**src/logic/wwdt_pkg.sv**
```systemverilog
// Package: register map, field layout, codes, timing and state types of the watchdog
package wwdt_pkg;

  // ********************************************************************
  // Register map
  // ********************************************************************
  localparam logic [1:0] WWDT_ADDR_CTRL = 2'h0;
  localparam logic [1:0] WWDT_ADDR_CODE = 2'h1;
  localparam logic [1:0] WWDT_ADDR_CNT = 2'h2;
  localparam logic [1:0] WWDT_ADDR_STAT = 2'h3;

  // ********************************************************************
  // Control fields and reset values
  // ********************************************************************
  localparam int WWDT_CTRL_EN_BIT = 5;
  localparam int WWDT_CTRL_WIN_LSB = 3;
  localparam int WWDT_CTRL_PER_LSB = 1;
  localparam int WWDT_CTRL_OUT_BIT = 0;
  localparam logic [7:0] WWDT_CTRL_RST = 8'h20;
  localparam logic [7:0] WWDT_STAT_FIXED = 8'h58;
  localparam int WWDT_STAT_OVF_BIT = 2;
  localparam int WWDT_STAT_WIN_BIT = 1;
  localparam int WWDT_STAT_RUN_BIT = 0;

  // ********************************************************************
  // Control codes and window thresholds
  // ********************************************************************
  localparam logic [7:0] WWDT_CODE_CLEAR = 8'h4E;
  localparam logic [7:0] WWDT_CODE_DISABLE = 8'hB1;
  localparam logic [7:0] WWDT_CNT_MAX = 8'hFF;
  localparam logic [7:0] WWDT_WIN_THR1 = 8'h40;
  localparam logic [7:0] WWDT_WIN_THR2 = 8'h80;
  localparam logic [7:0] WWDT_WIN_THR3 = 8'hC0;

  // ********************************************************************
  // Timing
  // ********************************************************************
  localparam int WWDT_CLK_MHZ = 20;
  localparam int WWDT_WARMUP_US = 100;
  localparam int WWDT_WARMUP_CYC = WWDT_WARMUP_US * WWDT_CLK_MHZ;
  localparam logic [11:0] WWDT_WARMUP_LAST = 12'(WWDT_WARMUP_CYC - 1);
  localparam int WWDT_PRESC_BASE_LOG2 = 4;

  // ********************************************************************
  // State types
  // ********************************************************************
  typedef enum logic [1:0] {
    WWDT_IDLE = 2'b01,
    WWDT_WARM = 2'b10
  } wwdt_warm_state_t;

  typedef struct packed {
    wwdt_warm_state_t st;
    logic [11:0] cnt;
    logic busy;
    logic done;
  } wwdt_warm_t;

  typedef struct packed {
    logic [15:0] div;
    logic tick;
  } wwdt_presc_t;

  typedef struct packed {
    logic [7:0] ctrl;
    logic run;
    logic [7:0] cnt;
    logic ovf_flag;
    logic win_flag;
    logic [7:0] rdata;
    logic nmi;
    logic rst_req;
  } wwdt_core_t;

endpackage

```
**src/logic/wwdt_link_if.sv**
```systemverilog
// Interface: signals shared by the watchdog core, prescaler and warm-up sequencer
`timescale 1ns/10ps
interface wwdt_link_if;
  logic run;
  logic pause;
  logic [1:0] period_sel;
  logic tick;
  logic warm_start;
  logic warm_busy;
  logic warm_done;

  modport core (output run, output pause, output period_sel, input tick,
                output warm_start, input warm_busy, input warm_done);
  modport presc (input run, input pause, input period_sel, output tick);
  modport warm (input warm_start, output warm_busy, output warm_done);
endinterface

```
**src/logic/wwdt_presc.sv**
```systemverilog
// Prescaler that makes the counter's source clock enable from the system clock
`timescale 1ns/10ps
module wwdt_presc
  import wwdt_pkg::*;
(
  input wire logic clk,
  input wire logic arst_n,
  wwdt_link_if.presc lnk
);
  wwdt_presc_t s_q, s_d;
  logic [15:0] mask;

  always_comb begin
    // Each step of the period select stretches the period by four
    mask = (16'h0001 << (WWDT_PRESC_BASE_LOG2 + 2 * int'(lnk.period_sel))) - 16'h0001;
    s_d = s_q;
    s_d.tick = 1'b0;
    if (lnk.run && !lnk.pause) begin
      s_d.div = s_q.div + 16'h0001;
      s_d.tick = ((s_q.div & mask) == mask);
    end
  end

  always_ff @(posedge clk or negedge arst_n) begin
    if (!arst_n) begin
      s_q <= '0;
    end else begin
      s_q <= s_d;
    end
  end

  assign lnk.tick = s_q.tick;
endmodule

```
**src/logic/wwdt_warm.sv**
```systemverilog
// Warm-up sequencer that holds the chip reset request until the warm-up time elapses
`timescale 1ns/10ps
module wwdt_warm
  import wwdt_pkg::*;
(
  input wire logic clk,
  input wire logic arst_n,
  wwdt_link_if.warm lnk
);
  wwdt_warm_t s_q, s_d;

  always_comb begin
    s_d = s_q;
    s_d.done = 1'b0;
    case (s_q.st)
      WWDT_IDLE: begin
        if (lnk.warm_start) begin
          s_d.st = WWDT_WARM;
          s_d.cnt = '0;
          s_d.busy = 1'b1;
        end
      end
      WWDT_WARM: begin
        if (s_q.cnt == WWDT_WARMUP_LAST) begin
          s_d.st = WWDT_IDLE;
          s_d.busy = 1'b0;
          s_d.done = 1'b1;
        end else begin
          s_d.cnt = s_q.cnt + 12'h001;
        end
      end
      default: begin
        s_d.st = WWDT_IDLE;
        s_d.busy = 1'b0;
      end
    endcase
  end

  // Power-up also runs the warm-up before the watchdog starts
  always_ff @(posedge clk or negedge arst_n) begin
    if (!arst_n) begin
      s_q <= '{st: WWDT_WARM, cnt: 12'h000, busy: 1'b1, done: 1'b0};
    end else begin
      s_q <= s_d;
    end
  end

  assign lnk.warm_busy = s_q.busy;
  assign lnk.warm_done = s_q.done;
endmodule

```
**src/logic/wwdt_top.sv**
```systemverilog
// Windowed watchdog timer: register port, 8-bit up counter, window check and actions
//
// Overview of operation
// - With the overflow action bit at 1, a counter overflow raises a chip reset request.
// - A reset request resets the chip and is held through the warm-up before release.
// - Writing the clear code zeroes the counter, which then keeps counting.
// - Writing the disable code stops the watchdog only while the enable bit is 0.
// - A clear write in the same cycle as an overflow clears and suppresses the overflow.
// - The counter readback register returns the live counter value.
// - The run state flag reads 1 while enabled and 0 while disabled.
// - An overflow interrupt sets the overflow interrupt flag.
// - A clear outside the allowed window sets the window violation flag.
// - Reading the status register clears both cause flags.
// - A cause flag set in the same cycle as a status read stays set.
// - With a window selected, an early clear raises an interrupt and does not clear.
// - With the action bit at 0, overflow raises a non-maskable interrupt and counting goes on.
// - Disabling zeroes the counter; enable is 1 after warm-up; setting enable restarts it.
// - The counter pauses in stop, idle and sleep modes and resumes afterwards.
`timescale 1ns/10ps
module wwdt_top
  import wwdt_pkg::*;
(
  input wire logic clk,
  input wire logic arst_n,
  input wire logic [1:0] addr,
  input wire logic [7:0] wdata,
  input wire logic wr_en,
  input wire logic rd_en,
  output logic [7:0] rdata,
  input wire logic low_power_pause,
  output logic nmi_req,
  output logic chip_rst_req
);

  // ********************************************************************
  // Submodules
  // ********************************************************************
  wwdt_link_if lnk ();

  wwdt_presc u_presc (
    .clk(clk),
    .arst_n(arst_n),
    .lnk(lnk.presc)
  );

  wwdt_warm u_warm (
    .clk(clk),
    .arst_n(arst_n),
    .lnk(lnk.warm)
  );

  // ********************************************************************
  // State
  // ********************************************************************
  localparam wwdt_core_t CORE_RST = '{
    ctrl: WWDT_CTRL_RST, run: 1'b0, cnt: 8'h00, ovf_flag: 1'b0, win_flag: 1'b0,
    rdata: 8'h00, nmi: 1'b0, rst_req: 1'b1
  };

  wwdt_core_t s_q, s_d;
  logic wr_ctrl, wr_code, rd_stat;
  logic [1:0] win_sel;
  logic [7:0] win_thr;
  logic clr_ok, ovf, clear_hit, disable_hit, ovf_event, win_event;
  logic [7:0] stat_val;

  // ********************************************************************
  // Decode
  // ********************************************************************
  always_comb begin
    wr_ctrl = wr_en && (addr == WWDT_ADDR_CTRL);
    wr_code = wr_en && (addr == WWDT_ADDR_CODE);
    rd_stat = rd_en && (addr == WWDT_ADDR_STAT);
    win_sel = s_q.ctrl[WWDT_CTRL_WIN_LSB +: 2];
    case (win_sel)
      2'b01: win_thr = WWDT_WIN_THR1;
      2'b10: win_thr = WWDT_WIN_THR2;
      2'b11: win_thr = WWDT_WIN_THR3;
      default: win_thr = 8'h00;
    endcase
    // Window 00 accepts a clear at any count
    clr_ok = (win_sel == 2'b00) || (s_q.cnt >= win_thr);
    ovf = s_q.run && lnk.tick && (s_q.cnt == WWDT_CNT_MAX);
    clear_hit = wr_code && (wdata == WWDT_CODE_CLEAR) && s_q.run && clr_ok;
    win_event = wr_code && (wdata == WWDT_CODE_CLEAR) && s_q.run && !clr_ok;
    disable_hit = wr_code && (wdata == WWDT_CODE_DISABLE)
                  && !s_q.ctrl[WWDT_CTRL_EN_BIT];
    // Clearing or disabling in the overflow cycle takes priority
    ovf_event = ovf && !clear_hit && !disable_hit;
  end

  // ********************************************************************
  // Next state
  // ********************************************************************
  always_comb begin
    s_d = s_q;
    s_d.nmi = 1'b0;
    stat_val = WWDT_STAT_FIXED;
    stat_val[WWDT_STAT_OVF_BIT] = s_q.ovf_flag;
    stat_val[WWDT_STAT_WIN_BIT] = s_q.win_flag;
    stat_val[WWDT_STAT_RUN_BIT] = s_q.run;
    lnk.warm_start = 1'b0;

    if (lnk.warm_busy || lnk.warm_done) begin
      // Held at reset values for as long as the reset request still shows
      s_d = CORE_RST;
      if (lnk.warm_done) begin
        s_d.run = s_q.ctrl[WWDT_CTRL_EN_BIT];
      end
    end else begin
      if (s_q.run && lnk.tick) begin
        s_d.cnt = s_q.cnt + 8'h01;
      end
      if (wr_ctrl) begin
        s_d.ctrl = wdata;
        if (wdata[WWDT_CTRL_EN_BIT]) begin
          s_d.run = 1'b1;
        end
      end
      if (clear_hit) begin
        s_d.cnt = 8'h00;
      end
      if (disable_hit) begin
        s_d.run = 1'b0;
        s_d.cnt = 8'h00;
      end
      if (rd_stat) begin
        s_d.ovf_flag = 1'b0;
        s_d.win_flag = 1'b0;
      end
      if (ovf_event) begin
        if (s_q.ctrl[WWDT_CTRL_OUT_BIT]) begin
          lnk.warm_start = 1'b1;
        end else begin
          s_d.nmi = 1'b1;
          s_d.ovf_flag = 1'b1;
        end
      end
      if (win_event) begin
        s_d.nmi = 1'b1;
        s_d.win_flag = 1'b1;
      end
      // Read data of the cycle after the strobe only
      s_d.rdata = 8'h00;
      if (rd_en) begin
        case (addr)
          WWDT_ADDR_CTRL: s_d.rdata = s_q.ctrl;
          WWDT_ADDR_CNT: s_d.rdata = s_q.cnt;
          WWDT_ADDR_STAT: s_d.rdata = stat_val;
          default: s_d.rdata = 8'h00;
        endcase
      end
    end
    // Request stands from the overflow until the warm-up ends
    s_d.rst_req = lnk.warm_start || (lnk.warm_busy && !lnk.warm_done);
  end

  always_ff @(posedge clk or negedge arst_n) begin
    if (!arst_n) begin
      s_q <= CORE_RST;
    end else begin
      s_q <= s_d;
    end
  end

  // ********************************************************************
  // Outputs and shared signals
  // ********************************************************************
  always_comb begin
    lnk.run = s_q.run;
    // A low-power pause also freezes the prescaler; a tick registered before it still counts once
    lnk.pause = low_power_pause;
    lnk.period_sel = s_q.ctrl[WWDT_CTRL_PER_LSB +: 2];
  end

  assign rdata = s_q.rdata;
  assign nmi_req = s_q.nmi;
  assign chip_rst_req = s_q.rst_req;
endmodule

```
**config.mk**
```make
export PLATFORM = sky130hd
export DESIGN_NAME = wwdt_top
export DESIGN_NICKNAME = d
export VERILOG_FILES = /design/src/logic/wwdt_pkg.sv /design/src/logic/wwdt_link_if.sv /design/src/logic/wwdt_presc.sv /design/src/logic/wwdt_warm.sv /design/src/logic/wwdt_top.sv
export SDC_FILE = /design/constraint.sdc
export NUM_CORES = 1
export LEC_CHECK = 0
export ABC_CLOCK_PERIOD_IN_PS = 2500
export BUFFER_PORTS_ARGS = -buffer_cell sky130_fd_sc_hd__buf_2
export CORE_UTILIZATION = 30
export CTS_BUF_LIST = sky130_fd_sc_hd__clkbuf_2 sky130_fd_sc_hd__clkbuf_4 sky130_fd_sc_hd__clkbuf_8
export DETAILED_ROUTE_END_ITERATION = 10
export RECOVER_POWER = 25
export SETUP_SLACK_MARGIN = 0.4
export SLEW_MARGIN = 20
export SYNTH_ARGS = -nofsm -noshare
export SYNTH_HDL_FRONTEND = slang
export SYNTH_HIERARCHICAL = 1
export SYNTH_SLANG_ARGS = --single-unit
```
**constraint.sdc**
```tcl
create_clock -name clk -period 2.5 [get_ports clk]
set_input_delay 0.5 -clock clk [delete_from_list [all_inputs] [get_ports clk]]
set_output_delay 0.5 -clock clk [all_outputs]
set_load 0.05 [all_outputs]
```
==> results.toml, run 1 <==
[yosys]
synth-edff-count = 0
synth-seq-area-share = 0.477
syn_area_um2 = 2900
ys_ff_latch = 55
yosysTopAreaCellShare = 0.449
synth_warnings = 6
synthFlopType = "dfrtp_1"
synth_top_cells_by_area = "dfrtp_1 45%, nand2_1 5.6%, nor2_1 3.5%"
syn-mean-instance-area_um2 = 9.88
synthesis.nets = 315
yosys.area.top_type = "dfrtp_1"
synth_cells = 293
synthArstFlopShare = 1.00
synth.distinct_cells = 57
ys_top_cells_by_count = "52 x dfrtp_1, 43 x nand2_1, 27 x nor2_1, 17 x a21oi_1, 14 x nand3_1"
synth_most_common_cell = "dfrtp_1"

[clocking]
insertion_delay_ns = 0.32
clock_sinks = 55
clkSlewWorstSetupHoldPaths_ns = 0.11
cts_tree = "done"
cts-buffers-inserted = 5
clock-root-buffer = "clkbuf_8"
holdBufCountCts = 0
cts_buffer_depth = 2
h-tree-depth = 2

[grt]
grt_overflow = 0
grt_max_degree = 30
grt_pass1_vias = 2205
grt_first_pass_wirelength_um = 10700
grt_use_total = 0.136
antenna_found_initial = 0

[floorplanning]
start_util = 0.312
core_um2 = 9280
ioPinCount = 25
die_height_um = 100
dieArea_um2 = 10000
die_w_um = 100
placementRows = 35

[routing]
drtIter0Drc = 64
wl_per_cell_um = 14.1
vias = 2244
drc_errors = 0
viasPerCell = 4.96
ant_nets = 0
firstDrtPassIters = 4
wirelength_um = 6370

[setup_path]
r2r-end = "u_warm/s_q[13]"
worstSetupEndpoint = "u_warm/s_q[13]"
reg2reg_from = "s_q[24]"
arrival_ns = 2.38
r2r_slack_ns = 0.32
critPathLaunchType = "flop"
end_kind = "flop"
reg2reg_depth = 8
path_class = "reg2reg"
crit_fanout = 4
cp.required_ns = 2.70
startpoint = "s_q[24]"

[run]
maxCapViolCount = 0

[sta]
timing.setup.tns_ns = 0
hold_viol = 0
skew_ns = 0.0143
max_slew_margin = 0.0139
finalCritPeriodShare = 0.872
worst_slew_pin_slew_ns = 1.48
slew_viol_final = 0
fmax_mhz = 459
setup_viol = 0
fin_crit_ns = 2.18
fin_ws_ns = 0.320
rsz0062_at_grt = "true"

[final_layout]
area_growth_pct = 13.3
layout-drive-gt1-share = 0.207
nNetsFinal = 344
num_antenna_cells = 0

[power_and_ir_drop]
total_leakage_power_nw = 1.37
power.density_nw_per_um2 = 446
power_w = 0.00146
peakVddDrop_mv = 0.237

[worst_hold_path]
holdCritPathClass = "in2reg"

[placement]
gp_congestion = 0.863
pre_cts_slack_ns = 0.218
hpwl_um = 4590
port_buffers = 24

[run_status]
status = "completed"
final cells by class:
class | instances | area, µm²
Inverter | 5 | 18.8
Multi-Input combinational cell | 216 | 1380
Timing Repair Buffer | 39 | 244
Fill cell | 982 | 6000
Clock buffer | 6 | 76.3
Clock inverter | 2 | 13.8
Sequential cell | 55 | 1380
Tap cell | 129 | 161
timing repair:
item,4_1_cts,5_1_grt
endpoints found under the hold margin,0,0
resized for setup,1,0
buffers inserted,8,1
setup endpoints to repair,12,12
gates cloned,0,0
pin swaps,3,2
worst min path at each step:
stage,slack (ns),depth (start not counted),end,startpoint
floorplan,0.20,0,lnk.period_sel[0],arst_n
global placement,0.46,1,u_presc/s_q[8],u_presc/s_q[8]
detailed placement,0.47,1,u_presc/s_q[10],u_presc/s_q[10]
CTS,0.20,1,lnk.period_sel[0],arst_n
global route,0.42,3,s_q[26],wdata[5]
finish,0.42,3,s_q[26],wdata[5]
power by group:
group	leakage [nW]	internal (W)	switching, W
logic	0.600	0.0000205	0.0000426
registers	0.718	0.000890	0.00000133
clock network	0.0486	0.000210	0.000297
sequential cells by signal, summed over array words and instances (netlist names):
name                  cells
lnk.period_sel            2
rdata                     8
chip_rst_req              1
u_presc/lnk.tick          1
s_q                      16
nmi_req                   1
lnk.run                   1
u_warm/s_q               14
u_presc/s_q              10
u_warm/lnk.warm_done      1
metrics by stage:
stage	cells	hold slack, ns	util	instance area (µm²)
global route	452	0.419	0.353	3280
CTS	451	0.200	0.353	3270
floorplan	293	0.204	-	2900
global placement	435	0.462	0.336	3120
detailed placement	435	0.471	0.336	3120
finish	452	0.421	0.353	3280
per-layer routing:
metal | routed length [µm] | GRT usage | up-vias
met5 | 0 | 0 | -
met4 | 85 | 0.0290 | 0
met3 | 337 | 0.0334 | 9
met2 | 3010 | 0.227 | 69
met1 | 2940 | 0.178 | 1075
li1 | - | - | 1091
worst max-delay path, cell delays in order, from the launching register on:
cell,delay (ns)
dfrtp_1,0.41
ha_1,0.29
and4b_4,0.20
a211oi_4,0.28
o211ai_4,0.11
nor2_1,0.11
nand3b_1,0.16
and2_4,0.20
a221o_1,0.31
cell usage in the layout (no fill, tap or decap), drive strengths merged, types with 8 or more instances in the layout:
master | synthesis | layout
dfrtp | 52 | 52
nand2 | 44 | 44
buf | 15 | 38
nor2 | 27 | 27
a21oi | 18 | 18
nand3 | 15 | 15
nor3 | 11 | 11
a31oi | 11 | 11
xnor2 | 11 | 11
nand4 | 8 | 8
cells by family (layout without fill, tap and decap cells):
logic type	after synthesis	in the layout	share of synthesized area
AOI/OAI and AO/OA	53	53	0.126
xor gates and xnor gates	16	16	0.0484
adders and majority gates	7	7	0.0302
buffers and inverters	22	52	0.0484
DFF	55	55	0.477
muxes	8	8	0.0281
and+or+nand+nor	132	132	0.242
(Power assumes the default switching activity.)
==> run 2: changes to the inputs <==
Settings changed: ABC_AREA from default to 1.
==> run 2 against run 1 <==
Effect of this change: clock-buffer cell count is 1 lower; critical path depth is 6 higher; final area is 6.2% higher; sequential power hardly changed; routed wire length is 0.17% higher; hold slack better by 0.025 ns; area after synthesis is 5.9% higher; utilization is 0.14 points higher; clock power is 2% higher; critical path type unchanged.
==> results.toml, run 2 <==
[yosys]
synth_most_common_cell = "nand2_1"
synth_compound_gate_area_share = 0.0861
synth_simple_gate_area_frac = 0.302
synth_warnings = 6
synthArstFlopShare = 1.00
syn_area_um2 = 3070
synthMuxAreaShare = 0
yosys.area.top_type = "dfrtp_1"
synth_xor_area_frac = 0.0400
synth-seq-area-share = 0.450
synth_top_cells_by_area = "dfrtp_1 42%, nand2_1 11%, inv_1 6.4%"
synth_top_family_by_area = "simple AND/OR/NAND/NOR gates"
synth.distinct_cells = 34
ys_top_cells_by_count = "91 x nand2_1, 52 x dfrtp_1, 52 x inv_1, 35 x nor2_1, 27 x nand3_1"
syn-mean-instance-area_um2 = 8.11
synthFlopType = "dfrtp_1"
synth_cells = 378
synth_adder_area_share = 0.0286
yosysTopAreaCellShare = 0.424
synthesis.nets = 400
ys_ff_latch = 55
synth-edff-count = 0

[placement]
port_buffers = 24
gp_congestion = 0.862
pre_cts_slack_ns = 0.486
hpwl_um = 4640
dpl_cell_area_um2 = 3300

[clocking]
cts-buffers-inserted = 5
clkSlewWorstSetupHoldPaths_ns = 0.11
cts_tree = "done"
clock-root-buffer = "clkbuf_8"
h-tree-depth = 2
cts_buffer_depth = 2
clock_sinks = 55
insertion_delay_ns = 0.31

[grt]
grt_max_degree = 56
grt_first_pass_wirelength_um = 10500
grt_pass1_vias = 2259
grt_overflow = 0
grt_use_total = 0.126
antenna_found_initial = 0

[setup_path]
cp.depth = 14
crit_fanout = 7
critical_path.cell_chain = "inv_1 > ha_1 > inv_1 > nor2_1 > nor2_1 > nand2_2 > nand2_4 > nand3_1 > nor2_1 > nand2_1 > nand2_4 > buf_12 > nand2_1 > o21ai_2"
cp_num_buf_inv = 3
slowest_stage = "dfrtp_1"
path_class = "reg2reg"
cp.required_ns = 2.74
critPathLaunchType = "flop"
arrival_ns = 2.14
critPathMostFrequentCell = "nor2_1"
slowest_delay_ns = 0.39
crit_family = "simple AND/OR/NAND/NOR gates"
reg2reg_depth = 14
end_kind = "flop"

[run_status]
status = "completed"

[sta]
rsz0062_at_grt = "false"
skew_ns = 0.0135
setup_viol = 0
fin_crit_ns = 1.90
hold_viol = 0
max_slew_margin = 0.108
timing.setup.tns_ns = 0
slew_viol_final = 0
worst_slew_pin_slew_ns = 1.34
fin_ws_ns = 0.601
fmax_mhz = 526
finalCritPeriodShare = 0.760

[final_layout]
reg.largest.list = "s_q: 16 flops, u_warm/s_q: 14 flops, u_presc/s_q: 10 flops"
stdcell_area_um2 = 3480
layout_commonest_cell = "nand2_1"
layout_common_cells = "91 x nand2_1, 52 x inv_1, 51 x dfrtp_1"
area_growth_pct = 13.5
nNetsFinal = 433
num_antenna_cells = 0
largest_register_ffs = 16
layout-drive-gt1-share = 0.211
top_register = "s_q"

[routing]
vias = 2434
firstDrtPassIters = 4
drtIter0Drc = 119
viasPerCell = 4.47
wirelength_um = 6380
ant_nets = 0
wl_per_cell_um = 11.7
drc_errors = 0

[floorplanning]
die_w_um = 103
start_util = 0.312
core_um2 = 9820
ioPinCount = 25
placementRows = 36
die_height_um = 103
dieArea_um2 = 10600

[power_and_ir_drop]
power.density_nw_per_um2 = 420
power_w = 0.00146
total_leakage_power_nw = 1.68
peakVddDrop_mv = 0.252

[worst_hold_path]
holdPathStages = 3
holdCritPathClass = "in2reg"

[run]
maxCapViolCount = 0
==> run 2: cell families (layout without fill, tap and decap cells) <==
kind of cell,Yosys count,count (layout)
adders and majority gates,7,7
xor gates and xnor gates,14,14
buffers and inverters,66,100
DFF,55,55
AOI/OAI and AO/OA,42,42
and+or+nand+nor,194,194
==> run 2: area by class of cell <==
class / instances / area (µm²)
Clock buffer: 5 / 68.8
Clock inverter: 3 / 23.8
Fill cell: 1071 / 6340
Inverter: 55 / 206
Multi-Input combinational cell: 257 / 1410
Sequential cell: 55 / 1380
Tap cell: 133 / 166
Timing Repair Buffer: 37 / 228
==> run 2: repair_timing <==
| action | 4_1_cts | 5_1_grt |
|---|---|---|
| setup buffers | 0 | 10 |
| endpoints found under the setup margin | 0 | 13 |
| gates resized for setup | 0 | 4 |
| hold buffers | 0 | 0 |
==> run 2: path summary, 6_finish.rpt <==
kind	from	endpoint	slack, ns
setup / recovery	s_q[25]	u_warm/s_q[9]	0.60
hold / removal	wdata[3]	s_q[24]	0.45
setup reg to reg	s_q[25]	u_warm/s_q[9]	0.60
hold reg to reg	lnk.period_sel[1]	u_presc/lnk.tick	0.46
max in group asynchronous	arst_n	s_q[24]	1.06
min in group asynchronous	arst_n	u_presc/s_q[8]	0.55
==> run 2: stage by stage <==
stage | hold WS, ns | cells | utilization
floorplan | 0.204 | 378 | -
global placement | 0.453 | 527 | 0.336
detailed placement | 0.449 | 527 | 0.336
CTS | 0.328 | 535 | 0.345
global route | 0.469 | 545 | 0.355
finish | 0.446 | 545 | 0.355
==> run 2: power by group <==
group / total, W / switching, W / internal (W)
combinational: 0.0000548 / 0.0000397 / 0.0000150
sequential: 0.000889 / 0 / 0.000889
clock: 0.000518 / 0.000315 / 0.000203
==> run 2: worst min-delay path: stages <==
cell and delay [ns]:
buf_2 0.11, inv_1 0.04, o21ai_0 0.07
==> run 2: metal layers <==
| metal | GRT usage | part of all wire | up-vias |
|---|---|---|---|
| met5 | 0 | 0 | - |
| met4 | 0.0336 | 0.0096 | 0 |
| met3 | 0.0231 | 0.038 | 6 |
| met2 | 0.209 | 0.48 | 52 |
| met1 | 0.168 | 0.47 | 1119 |
| li1 | - | - | 1257 |
==> run 3: changes to the inputs <==
Settings changed: ABC_AREA 1 to 0, ABC_CLOCK_PERIOD_IN_PS 2500 to 1900.
Clock period 2.5 ns to 1.9 ns, I/O delays scaled along.
==> run 3 against run 2 <==
Effect of this change: the flow now finishes with violations (negative setup slack); clock-buffer cell count up 1; hold slack worse by 0.17 ns; register-to-register slack worse by 0.86 ns; first-iteration DRC count down 9.2%; sequential power up 32%; sequential cell count unchanged; critical path depth down 4; worst setup slack worse by 0.86 ns; final cell count down 11%; via count down 4.6%; sequential share of layout area down 1.5 points; critical endpoint is now u_warm/s_q[11]; largest power group unchanged.
==> results.toml, run 3 (same netlist as run 1, synthesis figures left out) <==
[clocking]
cts-buffers-inserted = 5
clock_sinks = 55
clkSlewWorstSetupHoldPaths_ns = 0.10
h-tree-depth = 2
insertion_delay_ns = 0.30
cts_tree = "done"
holdBufCountCts = 0
cts_buffer_depth = 2
clock-root-buffer = "clkbuf_8"

[final_layout]
largest_register_ffs = 16
layout_common_cells = "52 x dfrtp_1, 43 x nand2_1, 39 x buf_4"
nFillCells = 951
layout_commonest_cell = "dfrtp_1"
area_growth_pct = 25.0
layout-drive-gt1-share = 0.314
multi_input_area_um2 = 1460
top_register = "s_q"
reg.largest.list = "s_q: 16 flops, u_warm/s_q: 14 flops, u_presc/s_q: 10 flops"
num_antenna_cells = 0
seqCellArea_um2 = 1380
nNetsFinal = 375
fin_cells = 483

[routing]
vias = 2322
drtIter0Drc = 108
wirelength_um = 6550
viasPerCell = 4.81
wl_per_cell_um = 13.6
drc_errors = 0
firstDrtPassIters = 4
ant_nets = 0

[sta]
worst_slew_pin_slew_ns = 1.16
setup_viol = 13
fin_crit_ns = 2.16
rsz0062_at_grt = "true"
timing.setup.tns_ns = -2.05
skew_ns = 0.00589
fin_ws_ns = -0.256
slew_viol_final = 0
max_slew_margin = 0.228
fmax_mhz = 464
finalCritPeriodShare = 1.13
worst_hold_slack_ns = 0.271
hold_viol = 0

[placement]
placedCellCount = 470
pre_cts_slack_ns = -0.278
hpwl_um = 4930
gp_congestion = 0.846
port_buffers = 24

[floorplanning]
die_w_um = 100
dieArea_um2 = 10000
core_um2 = 9280
die_height_um = 100
start_util = 0.312
placementRows = 35
ioPinCount = 25

[worst_hold_path]
holdCritPathClass = "in2async"

[grt]
grt_max_degree = 35
grt_pass1_vias = 2247
grt_first_pass_wirelength_um = 11100
grt_use_total = 0.139
antenna_found_initial = 0
grt_overflow = 0

[setup_path]
slowest_stage = "dfrtp_1"
slowest_delay_ns = 0.37
critical_path.cell_chain = "inv_1 > ha_1 > and4b_4 > a211oi_4 > o211ai_4 > nor2_1 > nand3b_1 > buf_4 > o2bb2ai_2 > a22o_1"
critPathLaunchType = "flop"
arrival_ns = 2.36
end_kind = "flop"
cp_num_buf_inv = 2
crit_fanout = 4
crit_family = "compound AO/OA/AOI/OAI gates"
cp.required_ns = 2.10
path_class = "reg2reg"

[power_and_ir_drop]
peakVddDrop_mv = 0.300
total_leakage_power_nw = 1.53
power.density_nw_per_um2 = 568

[run]
maxCapViolCount = 0

[run_status]
violations = "negative setup slack"
status = "finished, violations left"
-- run 3: cell types whose count changed in the layout (fill, tap and decap cells not counted), moves of 6 or more --
cell	previous run	this run
o21ai_0	12	4
buf_4	11	39
inv_1	52	4
mux2i_1	0	7
a31oi_1	0	11
nand2_2	7	1
xnor2_1	5	11
nor3_1	3	11
nor2_1	35	22
nand3_1	27	12
nand2_1	91	43
-- run 3: power breakdown --
part / switching [W] / total, W / leakage, nW / internal, W
combinational: 0.0000571 / 0.0000875 / 0.755 / 0.0000304
sequential: 0.00000171 / 0.00117 / 0.720 / 0.00117
clock: 0.000386 / 0.000795 / 0.0548 / 0.000408
-- run 3: final cells by class --
cell class,count,area share
Tap cell,129,0.0446
Multi-Input combinational cell,216,0.404
Timing Repair Buffer,70,0.133
Clock buffer,6,0.0211
Inverter,5,0.00519
Sequential cell,55,0.381
Clock inverter,2,0.0104
-- run 3: worst paths after layout --
path | from | slack, ns | end | cells after the start
max | s_q[25] | -0.26 | u_warm/s_q[11] | 10
min | arst_n | 0.27 | u_warm/s_q[8] | 2
max reg2reg | s_q[25] | -0.26 | u_warm/s_q[11] | 10
min reg2reg | u_presc/s_q[8] | 0.49 | u_presc/s_q[8] | 1
max in group asynchronous | arst_n | 0.83 | s_q[17] | 2
min in group clk | wdata[1] | 0.34 | lnk.period_sel[0] | 3
-- run 3: repair_timing --
action                     CTS  global route
setup endpoints to repair   26            26
cloned                       0             0
gates resized for setup     16             8
pin swaps                   11             4
buffers inserted             2             3
-- run 3: per-stage QoR --
stage / utilization / instance area, µm² / total power (W)
after detailed placement: 0.363 / 3370 / 0.00129
after CTS: 0.384 / 3570 / 0.00209
after global routing: 0.390 / 3620 / 0.00215
after global placement: 0.363 / 3370 / 0.00129
final: 0.390 / 3620 / 0.00206
after floorplan: - / 2900 / 0.00122
-- run 3: worst reg2reg max path: cells and delay by family (launching register included) --
family	cells	cell delay [ns]
AOI/OAI and AO/OA	4	0.71
and+or+nand+nor	3	0.46
DFF	1	0.37
adders and majority gates	1	0.29
buffers and inverters	2	0.24
-- run 3: metal layers --
layer,track usage,wire length [µm]
met1,0.201,3210
met2,0.222,3060
met3,0.0258,266
met4,0.0212,19
met5,0,0
